`src/umc_tb_placeholder_none.sv`:
```
// Empty unit; the block needs no further source here
`timescale 1ns/10ps
```
`src/umc_pkg.sv`:
```
// Shared constants, field positions and carrier types for the serial port mode control
package umc_pkg;

  // Register word offsets on the plain register port
  localparam logic [1:0] ADDR_MODE   = 2'h0;
  localparam logic [1:0] ADDR_STATUS = 2'h1;
  localparam logic [1:0] ADDR_MASK   = 2'h2;
  localparam logic [1:0] ADDR_RATE   = 2'h3;

  // Mode register field positions
  localparam int BIT_MODULE_ON   = 15;
  localparam int BIT_HALT_IDLE   = 13;
  localparam int BIT_IR_ON       = 12;
  localparam int BIT_RTS_STYLE   = 11;
  localparam int BIT_USAGE_HI    = 9;
  localparam int BIT_USAGE_LO    = 8;
  localparam int BIT_WAKE        = 7;
  localparam int BIT_LOOPBACK    = 6;
  localparam int BIT_AUTO_RATE   = 5;
  localparam int BIT_RX_INVERT   = 4;
  localparam int BIT_HIGH_SPEED  = 3;
  localparam int BIT_PARITY_HI   = 2;
  localparam int BIT_PARITY_LO   = 1;
  localparam int BIT_STOP_COUNT  = 0;

  // Writable positions of the mode register; bits 14 and 10 are absent
  localparam logic [15:0] MODE_WRITE_MASK = 16'hbbff;
  localparam logic [15:0] MODE_RESET      = 16'h0000;

  // Interrupt status and mask layout
  localparam int EVT_WAKE       = 0;
  localparam int EVT_RATE_DONE  = 1;
  localparam int EVT_COUNT      = 2;
  localparam logic [EVT_COUNT-1:0] EVT_RESET = 2'h0;

  // Pin-usage codes
  localparam logic [1:0] USAGE_TX_RX      = 2'h0;
  localparam logic [1:0] USAGE_WITH_RTS   = 2'h1;
  localparam logic [1:0] USAGE_FULL_HS    = 2'h2;
  localparam logic [1:0] USAGE_BAUD_CLOCK = 2'h3;

  // Infrared pulse shape, in 16x baud ticks
  localparam logic [3:0] IR_PULSE_TICKS = 4'h3;
  localparam logic [3:0] IR_BIT_LAST    = 4'hf;

  // Falling edges of a 55h sync field after the start edge: spans eight bit times
  localparam logic [2:0] SYNC_EDGES = 3'h4;
  localparam logic [15:0] RATE_RESET = 16'h0000;

  // Synchroniser depth for pin inputs
  localparam int SYNC_STAGES = 3;

  // One two-way pin seen from the block
  typedef struct packed {
    logic out;
    logic oe;
  } umc_pin_t;

  // Port latch drive for the three shared pins
  typedef struct packed {
    umc_pin_t tx;
    umc_pin_t rts;
    umc_pin_t cts;
  } umc_pins_t;

endpackage

```
`src/umc_mode_control.sv`:
```
// Mode and control register logic for the asynchronous serial port
`timescale 1ns/10ps
module umc_mode_control (
  input  wire logic                clk,           // System clock, 20 MHz
  input  wire logic                rst,           // Asynchronous reset, active high
  input  wire logic [1:0]          reg_addr,      // Register word address
  input  wire logic [15:0]         reg_wdata,     // Register write data
  input  wire logic                reg_we,        // Write strobe
  input  wire logic                reg_re,        // Read strobe
  output logic      [15:0]         reg_rdata,     // Read data, cycle after strobe
  output logic                     irq,           // Level interrupt
  input  wire logic                idle_mode,     // Device in idle
  input  wire logic                sleep_mode,    // Device in sleep
  input  wire logic                baud16_tick,   // 16x baud enable pulse
  input  wire logic                core_tx,       // Serial data from transmitter
  input  wire logic                core_tx_busy,  // Transmitter has data to send
  input  wire logic                core_rx_ready, // Receiver can accept data
  input  wire logic                core_bclk,     // Baud clock from generator
  output logic                     core_rx,       // Serial data to receiver
  output logic                     core_cts_n,    // Clear to send seen by transmitter
  output logic                     core_run,      // Serial engine may operate
  output logic                     core_rx_hold,  // Receiver ignores line while measuring
  input  wire umc_pkg::umc_pins_t  latch_pins,    // Port latch drive
  output umc_pkg::umc_pins_t       pins,          // Drive of the three shared pins
  input  wire logic                rx_line,       // Receive pin
  input  wire logic                cts_line       // Clear to send pin, active low
);

  typedef enum {AB_IDLE, AB_COUNT} umc_ab_state_t;
  logic [15:0]                    mode_q;
  logic [umc_pkg::EVT_COUNT-1:0]  status_q;
  logic [umc_pkg::EVT_COUNT-1:0]  mask_q;
  logic [15:0]                    rate_q;
  logic [15:0]                    rdata_q;
  logic [15:0]                    ab_cnt_q;
  logic [2:0]                     ab_edges_q;
  umc_ab_state_t                  ab_state_q;
  logic                           wake_seen_q;
  logic [3:0]                     ir_tx_ph_q;
  logic                           ir_tx_prev_q;
  logic                           ir_tx_q;
  logic [3:0]                     ir_rx_ph_q;
  logic                           ir_rx_q;
  logic                           rx_prev_q;
  logic [umc_pkg::SYNC_STAGES-1:0] sync_q [2];
  logic [1:0]                     filt_q;
  umc_pkg::umc_pins_t             pins_q;
  logic                           core_rx_q;
  logic                           core_cts_n_q;
  logic        module_on;
  logic        active;
  logic        ir_active;
  logic [1:0]  usage;
  logic        rx_clean;
  logic        rx_level;
  logic        rx_fall;
  logic        rx_rise;
  logic        tx_drive;
  logic        rts_drive;
  logic        ab_done;
  logic        wake_event;
  logic        hw_clear_wake;
  logic        mode_wr;

  // Decode of a register strobe against one address
  function automatic logic umc_hit(input logic strobe, input logic [1:0] addr,
                                   input logic [1:0] target);
    umc_hit = strobe && (addr == target);
  endfunction

  assign module_on = mode_q[umc_pkg::BIT_MODULE_ON];
  assign usage     = mode_q[umc_pkg::BIT_USAGE_HI:umc_pkg::BIT_USAGE_LO];
  assign mode_wr   = umc_hit(reg_we, reg_addr, umc_pkg::ADDR_MODE);

  // Engine runs only when on and not parked by idle
  assign active = module_on && !(mode_q[umc_pkg::BIT_HALT_IDLE] && idle_mode);

  // Infrared shaping is refused in 4x rate mode even if requested
  assign ir_active = active && mode_q[umc_pkg::BIT_IR_ON] &&
                     !mode_q[umc_pkg::BIT_HIGH_SPEED];

  // Pin synchronisers: three stages, a change counts once the last two agree
  genvar g;
  generate
    for (g = 0; g < 2; g++) begin : g_sync
      always_ff @(posedge clk or posedge rst) begin
        if (rst) begin
          sync_q[g] <= '1;
          filt_q[g] <= 1'b1;
        end else begin
          sync_q[g] <= {sync_q[g][umc_pkg::SYNC_STAGES-2:0], (g == 0) ? rx_line : cts_line};
          if (sync_q[g][1] == sync_q[g][2]) begin
            filt_q[g] <= sync_q[g][2];
          end
        end
      end
    end
  endgenerate

  // Receive line as the engine sees it: loopback, then decoder, then polarity
  always_comb begin
    rx_level = filt_q[0];
    if (mode_q[umc_pkg::BIT_LOOPBACK]) begin
      rx_level = core_tx;
    end else if (ir_active) begin
      rx_level = ir_rx_q;
    end
    rx_clean = rx_level ^ mode_q[umc_pkg::BIT_RX_INVERT];
  end

  assign rx_fall = rx_prev_q && !rx_clean;
  assign rx_rise = !rx_prev_q && rx_clean;

  // Edge history of the cleaned receive line
  always_ff @(posedge clk or posedge rst) begin
    if (rst) begin
      rx_prev_q <= 1'b1;
    end else begin
      rx_prev_q <= rx_clean;
    end
  end

  // Infrared encoder: a short high pulse at the head of each zero bit
  always_ff @(posedge clk or posedge rst) begin
    if (rst) begin
      ir_tx_ph_q   <= 4'h0;
      ir_tx_prev_q <= 1'b1;
      ir_tx_q      <= 1'b0;
    end else if (!ir_active) begin
      ir_tx_ph_q   <= 4'h0;
      ir_tx_prev_q <= 1'b1;
      ir_tx_q      <= 1'b0;
    end else begin
      ir_tx_prev_q <= core_tx;
      if (ir_tx_prev_q && !core_tx) begin
        ir_tx_ph_q <= 4'h0; // Realign phase to the start edge
      end else if (baud16_tick) begin
        ir_tx_ph_q <= ir_tx_ph_q + 4'h1;
      end
      ir_tx_q <= !core_tx && (ir_tx_ph_q < umc_pkg::IR_PULSE_TICKS);
    end
  end

  // Infrared decoder: a received pulse stretches to a full low bit
  always_ff @(posedge clk or posedge rst) begin
    if (rst) begin
      ir_rx_ph_q <= 4'h0;
      ir_rx_q    <= 1'b1;
    end else if (!ir_active) begin
      ir_rx_ph_q <= 4'h0;
      ir_rx_q    <= 1'b1;
    end else if (filt_q[0]) begin
      ir_rx_ph_q <= 4'h0;
      ir_rx_q    <= 1'b0;
    end else if (!ir_rx_q && baud16_tick) begin
      if (ir_rx_ph_q == umc_pkg::IR_BIT_LAST) begin
        ir_rx_q <= 1'b1;
      end
      ir_rx_ph_q <= ir_rx_ph_q + 4'h1;
    end
  end

  // Auto rate: time from start edge to the fifth falling edge of 55h
  always_ff @(posedge clk or posedge rst) begin
    if (rst) begin
      ab_state_q <= AB_IDLE;
      ab_cnt_q   <= 16'h0000;
      ab_edges_q <= 3'h0;
      rate_q     <= umc_pkg::RATE_RESET;
    end else begin
      case (ab_state_q)
        AB_IDLE: begin
          if (active && mode_q[umc_pkg::BIT_AUTO_RATE] && rx_fall) begin
            ab_state_q <= AB_COUNT;
            ab_cnt_q   <= 16'h0001;
            ab_edges_q <= 3'h0;
          end
        end
        AB_COUNT: begin
          if (!active || !mode_q[umc_pkg::BIT_AUTO_RATE]) begin
            ab_state_q <= AB_IDLE; // Abandoned by software or shutdown
          end else if (rx_fall && ab_edges_q == umc_pkg::SYNC_EDGES - 3'h1) begin
            ab_state_q <= AB_IDLE;
            rate_q     <= ab_cnt_q;
          end else begin
            if (rx_fall) begin
              ab_edges_q <= ab_edges_q + 3'h1;
            end
            if (ab_cnt_q != 16'hffff) begin
              ab_cnt_q <= ab_cnt_q + 16'h0001; // Saturate on a line that never toggles
            end
          end
        end
        default: ab_state_q <= AB_IDLE;
      endcase
    end
  end

  assign ab_done = (ab_state_q == AB_COUNT) && active && mode_q[umc_pkg::BIT_AUTO_RATE] &&
                   rx_fall && (ab_edges_q == umc_pkg::SYNC_EDGES - 3'h1);
  assign core_rx_hold = mode_q[umc_pkg::BIT_AUTO_RATE];

  // Wake: falling edge in sleep raises the event, the next rise drops the control
  assign wake_event    = mode_q[umc_pkg::BIT_WAKE] && sleep_mode && !wake_seen_q && rx_fall;
  assign hw_clear_wake = mode_q[umc_pkg::BIT_WAKE] && wake_seen_q && rx_rise;
  always_ff @(posedge clk or posedge rst) begin
    if (rst) begin
      wake_seen_q <= 1'b0;
    end else if (!mode_q[umc_pkg::BIT_WAKE] || hw_clear_wake) begin
      wake_seen_q <= 1'b0;
    end else if (wake_event) begin
      wake_seen_q <= 1'b1;
    end
  end

  // Mode register; a software write in the same cycle beats a hardware clear
  always_ff @(posedge clk or posedge rst) begin
    if (rst) begin
      mode_q <= umc_pkg::MODE_RESET;
    end else if (mode_wr) begin
      mode_q <= reg_wdata & umc_pkg::MODE_WRITE_MASK;
    end else begin
      if (hw_clear_wake) begin
        mode_q[umc_pkg::BIT_WAKE] <= 1'b0;
      end
      if (ab_done) begin
        mode_q[umc_pkg::BIT_AUTO_RATE] <= 1'b0;
      end
    end
  end

  // Sticky events: a new event wins over a write-one clear
  always_ff @(posedge clk or posedge rst) begin
    if (rst) begin
      status_q <= umc_pkg::EVT_RESET;
    end else begin
      for (int i = 0; i < umc_pkg::EVT_COUNT; i++) begin
        if ((i == umc_pkg::EVT_WAKE && wake_event) ||
            (i == umc_pkg::EVT_RATE_DONE && ab_done)) begin
          status_q[i] <= 1'b1;
        end else if (umc_hit(reg_we, reg_addr, umc_pkg::ADDR_STATUS) && reg_wdata[i]) begin
          status_q[i] <= 1'b0;
        end
      end
    end
  end

  // Interrupt mask
  always_ff @(posedge clk or posedge rst) begin
    if (rst) begin
      mask_q <= umc_pkg::EVT_RESET;
    end else if (umc_hit(reg_we, reg_addr, umc_pkg::ADDR_MASK)) begin
      mask_q <= reg_wdata[umc_pkg::EVT_COUNT-1:0];
    end
  end

  assign irq = |(status_q & mask_q);

  // Read port; data stands only in the cycle after the strobe
  always_ff @(posedge clk or posedge rst) begin
    if (rst) begin
      rdata_q <= 16'h0000;
    end else if (reg_re) begin
      case (reg_addr)
        umc_pkg::ADDR_MODE:   rdata_q <= mode_q & umc_pkg::MODE_WRITE_MASK;
        umc_pkg::ADDR_STATUS: rdata_q <= {14'h0000, status_q};
        umc_pkg::ADDR_MASK:   rdata_q <= {14'h0000, mask_q};
        umc_pkg::ADDR_RATE:   rdata_q <= rate_q;
        default:              rdata_q <= 16'h0000;
      endcase
    end else begin
      rdata_q <= 16'h0000;
    end
  end
  assign reg_rdata = rdata_q;

  // Transmit pin idles high in loopback so the partner sees nothing
  assign tx_drive = mode_q[umc_pkg::BIT_LOOPBACK] ? 1'b1 :
                    (ir_active ? ir_tx_q : core_tx);

  // Request pin: simplex signals a pending send, flow control signals room
  assign rts_drive = mode_q[umc_pkg::BIT_RTS_STYLE] ? !core_tx_busy :
                     !core_rx_ready;

  // Pin ownership by usage code; port latches keep whatever the port gives up
  always_ff @(posedge clk or posedge rst) begin
    if (rst) begin
      pins_q <= '0;
    end else begin
      pins_q <= latch_pins;
      if (module_on) begin
        pins_q.tx <= '{out: tx_drive, oe: 1'b1};
        case (usage)
          umc_pkg::USAGE_TX_RX:      pins_q.rts <= latch_pins.rts;
          umc_pkg::USAGE_WITH_RTS:   pins_q.rts <= '{out: rts_drive, oe: 1'b1};
          umc_pkg::USAGE_FULL_HS: begin
            pins_q.rts <= '{out: rts_drive, oe: 1'b1};
            pins_q.cts <= '{out: 1'b0, oe: 1'b0};
          end
          umc_pkg::USAGE_BAUD_CLOCK: pins_q.rts <= '{out: core_bclk, oe: 1'b1};
          default: pins_q.rts <= latch_pins.rts;
        endcase
      end
    end
  end
  assign pins = pins_q;

  // Engine side inputs; clear to send counts only when its pin is in use
  always_ff @(posedge clk or posedge rst) begin
    if (rst) begin
      core_rx_q    <= 1'b1;
      core_cts_n_q <= 1'b0;
    end else begin
      core_rx_q    <= active ? rx_clean : 1'b1;
      core_cts_n_q <= (module_on && usage == umc_pkg::USAGE_FULL_HS &&
                       !mode_q[umc_pkg::BIT_LOOPBACK]) ? filt_q[1] : 1'b0;
    end
  end

  assign core_rx    = core_rx_q;
  assign core_cts_n = core_cts_n_q;
  assign core_run   = active;

endmodule

```
`config.mk`:
```
export PLATFORM = sky130hd
export DESIGN_NAME = umc_mode_control
export DESIGN_NICKNAME = d
export VERILOG_FILES = /design/src/umc_tb_placeholder_none.sv /design/src/umc_pkg.sv /design/src/umc_mode_control.sv
export SDC_FILE = /design/constraint.sdc
export NUM_CORES = 1
export LEC_CHECK = 0
export BUFFER_PORTS_ARGS = -buffer_cell sky130_fd_sc_hd__buf_2
export CAP_MARGIN = 20
export CORE_MARGIN = 3
export CORE_UTILIZATION = 50
export DETAILED_ROUTE_END_ITERATION = 10
export PLACE_DENSITY_LB_ADDON = 0.25
export SLEW_MARGIN = 20
export SYNTH_ARGS = -nofsm -noshare
export SYNTH_HDL_FRONTEND = slang
export SYNTH_SLANG_ARGS = --single-unit
```
`constraint.sdc`:
```
create_clock -name clk -period 3.2 [get_ports clk]
set_clock_uncertainty 0.05 [all_clocks]
set_input_delay 0.64 -clock clk [delete_from_list [all_inputs] [get_ports clk]]
set_output_delay 0.64 -clock clk [all_outputs]
set_load 0.005 [all_outputs]
```
==> flow_metrics.env, run 1 <==
export IMPL_status="completed"
export IMPL_drtAntennaViolNets=0
export IMPL_reg2reg_slack_ps=840
export IMPL_power_leakage_nw=2.38
export IMPL_synthCells=381
export IMPL_start_util_pct=51.5
export IMPL_area_growth_pct=13.8
export IMPL_crit_path_start_kind="flop"
export IMPL_drive_gt1_share_pct=32.7
export IMPL_clk_path_buf_depth=2
export IMPL_synth_compound_area_share_pct=10.9
export IMPL_max_slew_worst_pin_slew_ps=765
export IMPL_synthArstFlopShare_pct=100
export IMPL_ys_flop_type="dfrtp_1"
export IMPL_path_class="reg2reg"
export IMPL_wire_per_inst_um=15.7
export IMPL_regToRegStartpoint="mode_q[15]$_DFFE_PP0P_"
export IMPL_synth_distinct_cells=61
export IMPL_power_density_nw_per_um2=534
export IMPL_ctsResizeCount=0
export IMPL_synth_xor_area_share_pct=1.77
export IMPL_dp_hpwl_mm=6.19
export IMPL_synthesis_area_um2=4520
export IMPL_die_w_um=101
export IMPL_grt_pass1_vias=3027
export IMPL_core_area_um2=8760
export IMPL_hold_violations=0
export IMPL_worstSetupEndpointType="flop"
export IMPL_reg2regPathDepth=6
export IMPL_synthMuxAreaShare_pct=10.8
export IMPL_die_h_um=101
export IMPL_yosysWarnings=0
export IMPL_h_tree_depth=3
export IMPL_rsz0062_at_grt="false"
export IMPL_cts_hold_buf=0
export IMPL_grt_pass1_wl_mm=14.6
export IMPL_post_route_min_period_ps=2360
export IMPL_syn_num_nets=426
export IMPL_synth_seq_cells=99
export IMPL_vias_per_cell=5.53
export IMPL_root_buffer="clkbuf_8"
export IMPL_reg2reg_to="rate_q[3]$_DFFE_PP0P_"
export IMPL_fin_nets=490
export IMPL_cap_violations=0
export IMPL_timing_fmax_ghz=0.424
export IMPL_avgSynthCellArea_um2=11.9
export IMPL_synth_simple_area_share_pct=16.4
export IMPL_dr_total_vias=3087
export IMPL_ys_seq_area_share_pct=55.2
export IMPL_cp_max_fo=18
export IMPL_place_port_buffers=61
export IMPL_cts_sinks=99
export IMPL_overflow=0
export IMPL_synth_top_family_by_area="simple AND/OR/NAND/NOR gates"
export IMPL_fin_total_pwr_mw=2.74
export IMPL_dpl_worst_slack_ps=650
export IMPL_cts_tree="built"
export IMPL_die_area_um2=10200
export IMPL_cp_arrival_ps=2560
export IMPL_insertion_delay_ps=370
export IMPL_synth_adder_area_share_pct=2.66
export IMPL_fp_row_count=34
export IMPL_whs_ps=285
export IMPL_ir_worst_vdd_v=0.000209
export IMPL_antenna_found_initial=0
export IMPL_dr_pass1_iters=4
export IMPL_worstPathRequired_ps=3400
export IMPL_cts_made_buffers=9
export IMPL_cts_setup_buffers=0
export IMPL_ios=64
export IMPL_timing_final_crit_share_pct=73.6
export IMPL_clk_pin_slew_ps=100
export IMPL_grt_max_degree=72
export IMPL_drv_slew=0
export IMPL_synth_edf_count=0
export IMPL_timing_hold_worst_class="in2async"
export IMPL_drc=0
export IMPL_drtIter0Drc=125
export IMPL_place_gp_congestion=0.817
export IMPL_maxSlewHeadroom_pct=48.9
export IMPL_timing_final_ws_setup_ps=844
export IMPL_track_usage_pct=18.1
export IMPL_n_antenna_cell=0
export IMPL_setup_violations=0
export IMPL_final_setup_tns_ps=0
export IMPL_wl_mm=8.75
## worst max-delay path, stage by stage, from the launching register on
cell	delay [ps]
dfrtp_1	500
a21bo_4	300
o21ai_4	180
nand2_2	100
xnor2_4	290
nand4b_4	390
mux2_4	410
## final cells by class
cell class | count | area [um^2]
Clock inverter | 7 | 83.8
Multi-Input combinational cell | 261 | 1920
Fill cell | 742 | 3630
Inverter | 11 | 50.0
Tap cell | 108 | 135
Sequential cell | 99 | 2490
Timing Repair Buffer | 63 | 333
Clock buffer | 9 | 124
## worst max-delay path by stage
stage	end	slack [ps]	cells after the start	startpoint
6_report	rate_q[3]$_DFFE_PP0P_	840	6	mode_q[15]$_DFFE_PP0P_
5_1_grt	rate_q[4]$_DFFE_PP0P_	690	6	mode_q[15]$_DFFE_PP0P_
4_1_cts	rate_q[3]$_DFFE_PP0P_	840	6	mode_q[15]$_DFFE_PP0P_
3_5_place_dp	rate_q[1]$_DFFE_PP0P_	650	7	idle_mode
3_3_place_gp	rate_q[2]$_DFFE_PP0P_	670	7	idle_mode
2_1_floorplan	rate_q[0]$_DFFE_PP0P_	1000	7	idle_mode
## placed cells by master, fill, tap and decap left out, types with 2 or more instances in the layout
| cell | synthesis | final |
|---|---|---|
| a21oi_1 | 4 | 4 |
| a22oi_1 | 14 | 14 |
| a31oi_1 | 2 | 2 |
| and2_1 | 6 | 6 |
| and3_1 | 4 | 4 |
| buf_2 | 1 | 61 |
| clkbuf_8 | 0 | 9 |
| clkinv_4 | 1 | 3 |
| dfrtp_1 | 87 | 87 |
| dfstp_2 | 12 | 12 |
| ha_1 | 8 | 8 |
| inv_1 | 9 | 8 |
| inv_8 | 0 | 2 |
| maj3_1 | 2 | 2 |
| mux2_2 | 24 | 24 |
| mux2_4 | 8 | 8 |
| mux2i_1 | 5 | 5 |
| mux4_2 | 2 | 2 |
| nand2_1 | 38 | 38 |
| nand2b_1 | 5 | 5 |
| nand3_1 | 10 | 10 |
| nand4_1 | 11 | 11 |
| nor2_1 | 22 | 22 |
| nor2b_1 | 17 | 17 |
| nor3_1 | 12 | 12 |
| nor3b_1 | 2 | 2 |
| nor4_1 | 3 | 3 |
| o21a_1 | 2 | 2 |
| o21ai_0 | 15 | 15 |
| o21ai_4 | 2 | 2 |
| o22a_1 | 5 | 5 |
| o22a_2 | 7 | 7 |
| xnor2_1 | 3 | 3 |
| xor2_1 | 3 | 3 |
## logic make-up after synthesis
kind of cell             after synthesis
AND/OR/NAND/NOR                      141
multiplexers                          39
XOR/XNOR                               7
flip-flops                            99
buffers and inverters                 21
AO/OA/AOI/OAI                         64
adder cells (fa/ha/maj)               10
## registers in the layout, summed over array words and instances, names as in the netlist
name and flops:
status_q 2, filt_q 2, ir_rx_ph_q 4, ir_tx_ph_q 4
pins 6, core_rx 1, sync_q 6, wake_seen_q 1
rx_prev_q 1, mode_q 14, rate_q 16, ab_state_q 1
ir_tx_prev_q 1, ir_tx_q 1, mask_q 2, reg_rdata 16
core_cts_n 1, ab_edges_q 3, ab_cnt_q 16, ir_rx_q 1
## power by group
part / leakage, nW / internal (mW) / switching (mW)
Clock: 0.108 / 0.376 / 0.457
Combinational: 0.994 / 0.200 / 0.214
Sequential: 1.28 / 1.38 / 0.119
Total: 2.38 / 1.95 / 0.790
## cell usage after synthesis, types with 5 or more instances
master,n,share of area [%]
mux2i_1,5,1.1
mux2_2,24,6.0
nand2_1,38,3.2
nand2b_1,5,0.69
nor3_1,12,1.3
dfrtp_1,87,48
a22oi_1,14,2.3
inv_1,9,0.75
nand3_1,10,1.1
o21ai_0,15,1.7
mux2_4,8,2.7
ha_1,8,2.2
nand4_1,11,1.5
o22a_1,5,0.97
clkbuf_1,7,0.58
o22a_2,7,1.6
nor2_1,22,1.8
nor2b_1,17,2.4
dfstp_2,12,7.0
and2_1,6,0.83
## per-stage QoR
stage,util [%],std cells,area [um^2]
2_1_floorplan,-,381,4520
3_3_place_gp,56.3,542,4930
3_5_place_dp,56.3,542,4930
4_1_cts,58.6,558,5140
5_1_grt,58.6,558,5140
6_report,58.6,558,5140
## routing by layer
metal | track usage (%) | up-vias | routed length, um
li1 | - | 1498 | -
met1 | 24.9 | 1496 | 4200
met2 | 28.9 | 84 | 4060
met3 | 3.53 | 9 | 392
met4 | 6.13 | 0 | 106
met5 | 0 | - | 0
(Power assumes the default switching activity.)
==> run 2: changes to the inputs <==
Clock period 3.2 ns to 2.35 ns, I/O delays scaled along.
==> run 2 against run 1 <==
Net effect:
- register-to-register slack got worse by 580 ps
- final area increased by 2.2%
- critical path depth grew 1
- clock-buffer cell count rose by 1
- clock power grew 22%
- power rose by 34%
- worst hold slack got worse by 260 ps
- largest cell class unchanged
==> flow_metrics.env, run 2 (same netlist as run 1, synthesis figures left out) <==
export IMPL_timing_hold_worst_class="in2async"
export IMPL_ios=64
export IMPL_insertion_delay_ps=360
export IMPL_final_util_pct=59.9
export IMPL_fin_nets=505
export IMPL_cap_violations=0
export IMPL_seqCellArea_um2=2490
export IMPL_ctsResizeCount=0
export IMPL_drtAntennaViolNets=0
export IMPL_power_density_nw_per_um2=701
export IMPL_grt_pass1_vias=3129
export IMPL_crit_path_start_kind="flop"
export IMPL_drtIter0Drc=198
export IMPL_multi_input_area_um2=1920
export IMPL_dr_total_vias=3181
export IMPL_place_port_buffers=61
export IMPL_cts_tree="built"
export IMPL_dp_hpwl_mm=6.66
export IMPL_drive_gt1_share_pct=34.6
export IMPL_reg2regPathDepth=7
export IMPL_place_gp_congestion=0.863
export IMPL_grt_pass1_wl_mm=15.1
export IMPL_post_route_min_period_ps=2090
export IMPL_cts_hold_buf=0
export IMPL_wl_mm=8.98
export IMPL_overflow=0
export IMPL_busiest_layer="met2"
export IMPL_antenna_found_initial=0
export IMPL_drc=0
export IMPL_whs_ps=23.3
export IMPL_n_antenna_cell=0
export IMPL_layout_commonest_cell="dfrtp_1"
export IMPL_cts_sinks=99
export IMPL_path_class="reg2reg"
export IMPL_fill_cells=711
export IMPL_die_w_um=101
export IMPL_cp_top_family="compound AO/OA/AOI/OAI gates"
export IMPL_dr_pass1_iters=4
export IMPL_cp_max_fo=14
export IMPL_timing_fmax_ghz=0.479
export IMPL_max_stage_delay_ps=490
export IMPL_h_tree_depth=3
export IMPL_worstPathRequired_ps=2600
export IMPL_max_slew_worst_pin_slew_ps=680
export IMPL_status="completed"
export IMPL_grt_use_met1_pct=25.9
export IMPL_path_cells="a21bo_4 -> clkinv_4 -> a21boi_2 -> or4_1 -> and3_4 -> o21ai_4 -> o221a_2"
export IMPL_clk_pin_slew_ps=100
export IMPL_met3_usage_pct=2.63
export IMPL_area_growth_pct=16.2
export IMPL_clk_path_buf_depth=2
export IMPL_grt_max_degree=35
export IMPL_root_buffer="clkbuf_8"
export IMPL_wire_per_inst_um=15.7
export IMPL_reg2reg_slack_ps=260
export IMPL_cp_slowest_cell="or4_1"
export IMPL_cts_made_buffers=9
export IMPL_setup_violations=0
export IMPL_crit_buf_inv=1
export IMPL_start_util_pct=51.5
export IMPL_core_area_um2=8760
export IMPL_power_leakage_nw=2.45
export IMPL_rsz0062_at_grt="false"
export IMPL_hold_violations=0
export IMPL_mostFrequentLayoutCells="87 x dfrtp_1, 61 x buf_2, 38 x nand2_1"
export IMPL_vias_per_cell=5.55
export IMPL_final_setup_tns_ps=0
export IMPL_track_usage_pct=18.8
export IMPL_regToRegStartpoint="mode_q[13]$_DFFE_PP0P_"
export IMPL_cts_setup_buffers=0
export IMPL_fp_row_count=34
export IMPL_maxSlewHeadroom_pct=54.6
export IMPL_die_h_um=101
export IMPL_worstSetupEndpointType="flop"
export IMPL_met2_usage_pct=30.5
export IMPL_timing_final_crit_share_pct=88.9
export IMPL_die_area_um2=10200
export IMPL_ir_worst_vdd_v=0.000359
export IMPL_reg2reg_to="ab_cnt_q[15]$_DFFE_PP0P_"
export IMPL_drv_slew=0
export IMPL_cp_arrival_ps=2340
-- run 2: per-layer routing --
| layer | vias up | wire, um |
|---|---|---|
| met5 | - | 0 |
| met4 | 0 | 136 |
| met3 | 13 | 413 |
| met2 | 78 | 4300 |
| met1 | 1566 | 4130 |
| li1 | 1524 | - |
-- run 2: area by class of cell --
class | count | area share (%)
multi-input combinational | 261 | 36.6
clock buffer | 10 | 2.43
clock inverter | 6 | 1.03
timing repair buffer | 78 | 8.96
inverter | 11 | 0.954
sequential | 99 | 47.5
tap | 108 | 2.57
-- run 2: how the worst max path moves through the flow --
stage	depth (start not counted)	slack, ps	end	from
global route	7	130	ab_cnt_q[0]$_DFFE_PP0P_	ab_cnt_q[1]$_DFFE_PP0P_
CTS	7	250	ab_cnt_q[15]$_DFFE_PP0P_	mode_q[13]$_DFFE_PP0P_
detailed placement	8	130	ab_cnt_q[15]$_DFFE_PP0P_	idle_mode
finish	7	260	ab_cnt_q[15]$_DFFE_PP0P_	mode_q[13]$_DFFE_PP0P_
global placement	8	140	ab_cnt_q[15]$_DFFE_PP0P_	idle_mode
floorplan	7	320	rate_q[0]$_DFFE_PP0P_	idle_mode
-- run 2: where the power goes --
part | leakage (nW) | internal (mW) | total (mW) | switching (mW)
sequential | 1.28 | 1.87 | 2.02 | 0.142
combinational | 1.08 | 0.312 | 0.646 | 0.334
clock | 0.0898 | 0.406 | 1.02 | 0.612
total | 2.45 | 2.59 | 3.68 | 1.09
-- run 2: through the flow --
step	area (um^2)	total power [mW]	std cells	setup slack [ps]
2_1_floorplan	4520	2.43	381	323
3_3_place_gp	5070	2.68	557	141
3_5_place_dp	5070	2.70	557	131
4_1_cts	5250	3.73	573	253
5_1_grt	5250	3.90	573	127
6_report	5250	3.68	573	261
-- run 2: worst register-to-register path: stages, from the launching register on --
cell and delay (ps):
dfrtp_1 430, a21bo_4 270, clkinv_4 90, a21boi_2 70
or4_1 490, and3_4 200, o21ai_4 170, o221a_2 250
==> run 3: changes to the inputs <==
==> constraint.sdc (replaced) <==
create_clock -name clk -period 2.35 [get_ports clk]
set_clock_uncertainty 0.05 [all_clocks]
set_input_delay 0.3525 -clock clk [delete_from_list [all_inputs] [get_ports clk]]
set_output_delay 0.3525 -clock clk [all_outputs]
set_load 0.005 [all_outputs]
==> run 3 against run 2 <==
Net effect:
- sequential power about the same
- non-clock buffer count decreased by 7
- setup slack got worse by 21 ps
- register-to-register slack got worse by 20 ps
- worst hold slack improved by 6.0 ps
- critical path depth decreased by 1
==> flow_metrics.env, run 3 (same netlist as run 1, synthesis figures left out) <==
export IMPL_status="completed"
export IMPL_drv_slew=0
export IMPL_switchingPower_mw=1.05
export IMPL_wl_met3_um=472
export IMPL_worstPathRequired_ps=2590
export IMPL_overflow=0
export IMPL_n_antenna_cell=0
export IMPL_power_density_nw_per_um2=698
export IMPL_dr_total_vias=3141
export IMPL_timing_fmax_ghz=0.474
export IMPL_h_tree_depth=3
export IMPL_rsz0062_at_grt="false"
export IMPL_layout_commonest_cell="dfrtp_1"
export IMPL_seqPwrFrac_pct=55.9
export IMPL_cp_max_fo=15
export IMPL_path_class="reg2reg"
export IMPL_clockPowerShare_pct=27.5
export IMPL_start_util_pct=51.5
export IMPL_core_area_um2=8760
export IMPL_setup_violations=0
export IMPL_wl_mm=9.02
export IMPL_root_buffer="clkbuf_8"
export IMPL_whs_ps=29.3
export IMPL_timing_final_crit_share_pct=89.8
export IMPL_final_setup_tns_ps=0
export IMPL_clk_path_buf_depth=2
export IMPL_max_slew_worst_pin_slew_ps=717
export IMPL_cap_violations=0
export IMPL_drc=0
export IMPL_crit_path_start_kind="flop"
export IMPL_timing_final_ws_setup_ps=240
export IMPL_drtIter0Drc=161
export IMPL_reg2reg_slack_ps=240
export IMPL_pwr_share_comb_pct=16.6
export IMPL_die_h_um=101
export IMPL_mostFrequentLayoutCells="87 x dfrtp_1, 61 x buf_2, 38 x nand2_1"
export IMPL_timing_hold_worst_class="in2reg"
export IMPL_regToRegStartpoint="filt_q[0]$_DFFE_PP1N_"
export IMPL_worstSetupEndpointType="flop"
export IMPL_post_route_min_period_ps=2110
export IMPL_hold_end="sync_q[3]$_DFF_PP1_"
export IMPL_p_int_mw=2.58
export IMPL_antenna_found_initial=0
export IMPL_maxSlewHeadroom_pct=52.2
export IMPL_dp_hpwl_mm=6.58
export IMPL_hold_violations=0
export IMPL_ir_worst_vdd_v=0.000274
export IMPL_fin_nets=498
export IMPL_track_usage_pct=18.9
export IMPL_top_layer="met4"
export IMPL_reg2reg_to="ab_cnt_q[11]$_DFFE_PP0P_"
export IMPL_die_area_um2=10200
export IMPL_cp_arrival_ps=2350
export IMPL_place_port_buffers=61
export IMPL_holdCritStartpoint="rx_line"
export IMPL_drive_gt1_share_pct=33.8
export IMPL_cts_sinks=99
export IMPL_dr_pass1_iters=4
export IMPL_insertion_delay_ps=360
export IMPL_fin_cells=566
export IMPL_clk_pin_slew_ps=90
export IMPL_die_w_um=101
export IMPL_min_path_cells=1
export IMPL_grt_pass1_vias=3102
export IMPL_wl_met2_mm=4.33
export IMPL_vias_per_cell=5.55
export IMPL_cts_tree="built"
export IMPL_met1_length_mm=4.07
export IMPL_drtAntennaViolNets=0
export IMPL_grt_max_degree=59
export IMPL_cts_made_buffers=9
export IMPL_reg2regPathDepth=6
export IMPL_ios=64
export IMPL_power_leakage_nw=2.41
export IMPL_place_gp_congestion=0.866
export IMPL_wire_per_inst_um=15.9
export IMPL_dpl_worst_slack_ps=122
export IMPL_area_growth_pct=15.2
export IMPL_place_inst=549
export IMPL_fp_row_count=34
export IMPL_grt_pass1_wl_mm=15.1
export IMPL_switching_share_pct=28.9
## run 3: cell count changes in the layout (fill, tap and decap cells not counted), sizes merged
cell,delta
buf,-8
clkbuf,+1
clkinv,+1
clkinvlp,+1
dlygate4sd3,+1
inv,-3
## run 3: routing by layer
metal / global-route usage [%] / up-vias
met5: 0 / -
met4: 6.85 / 0
met3: 3.60 / 17
met2: 31.5 / 77
met1: 24.5 / 1537
li1: - / 1510
## run 3: critical path: stages, from the launching register on
cell and delay, ps:
dfstp_2 600, nor2b_2 230, a21boi_2 260, nor3_1 90, o21a_2 320, nor4_1 310
o22a_2 180
## run 3: power groups by stage
stage               combinational, mW  sequential (mW)  clock (mW)
floorplan                       0.425             2.00           0
global placement                0.595             2.05           0
detailed placement              0.608             2.06           0
CTS                             0.611             2.03        1.03
global route                    0.681             2.05        1.09
finish                          0.602             2.03       0.996
## run 3: worst max path at each step
stage | depth (start not counted) | slack, ps | endpoint | from
after global placement | 7 | 190 | ab_cnt_q[15]$_DFFE_PP0P_ | idle_mode
final | 6 | 240 | ab_cnt_q[11]$_DFFE_PP0P_ | filt_q[0]$_DFFE_PP1N_
after CTS | 6 | 70 | ab_cnt_q[11]$_DFFE_PP0P_ | filt_q[0]$_DFFE_PP1N_
after detailed placement | 6 | 120 | ab_cnt_q[15]$_DFFE_PP0P_ | filt_q[0]$_DFFE_PP1N_
after global routing | 6 | 110 | ab_cnt_q[11]$_DFFE_PP0P_ | filt_q[0]$_DFFE_PP1N_
after floorplan | 7 | 330 | ab_cnt_q[4]$_DFFE_PP0P_ | rx_prev_q$_DFF_PP1_
## run 3: timing repair
item | CTS | global route
endpoints found under the hold margin | 6 | 0
hold buffers | 1 | 0
buffers inserted | 0 | 0
endpoints found under the setup margin | 0 | 3
resized for setup | 0 | 2
## run 3: area by class of cell
type / count / area [um^2]
timing repair buffer: 71 / 420
clock inverter: 5 / 37.5
tap: 108 / 135
fill: 709 / 3560
multi-input combinational: 261 / 1920
clock buffer: 11 / 141
sequential: 99 / 2490
inverter: 11 / 50.0
## run 3: stage by stage
stage / power [mW] / utilization, % / area, um^2
after floorplan: 2.43 / - / 4520
after global placement: 2.65 / 57.1 / 5010
after detailed placement: 2.67 / 57.1 / 5010
after CTS: 3.67 / 59.3 / 5200
after global routing: 3.83 / 59.3 / 5200
final: 3.63 / 59.3 / 5200
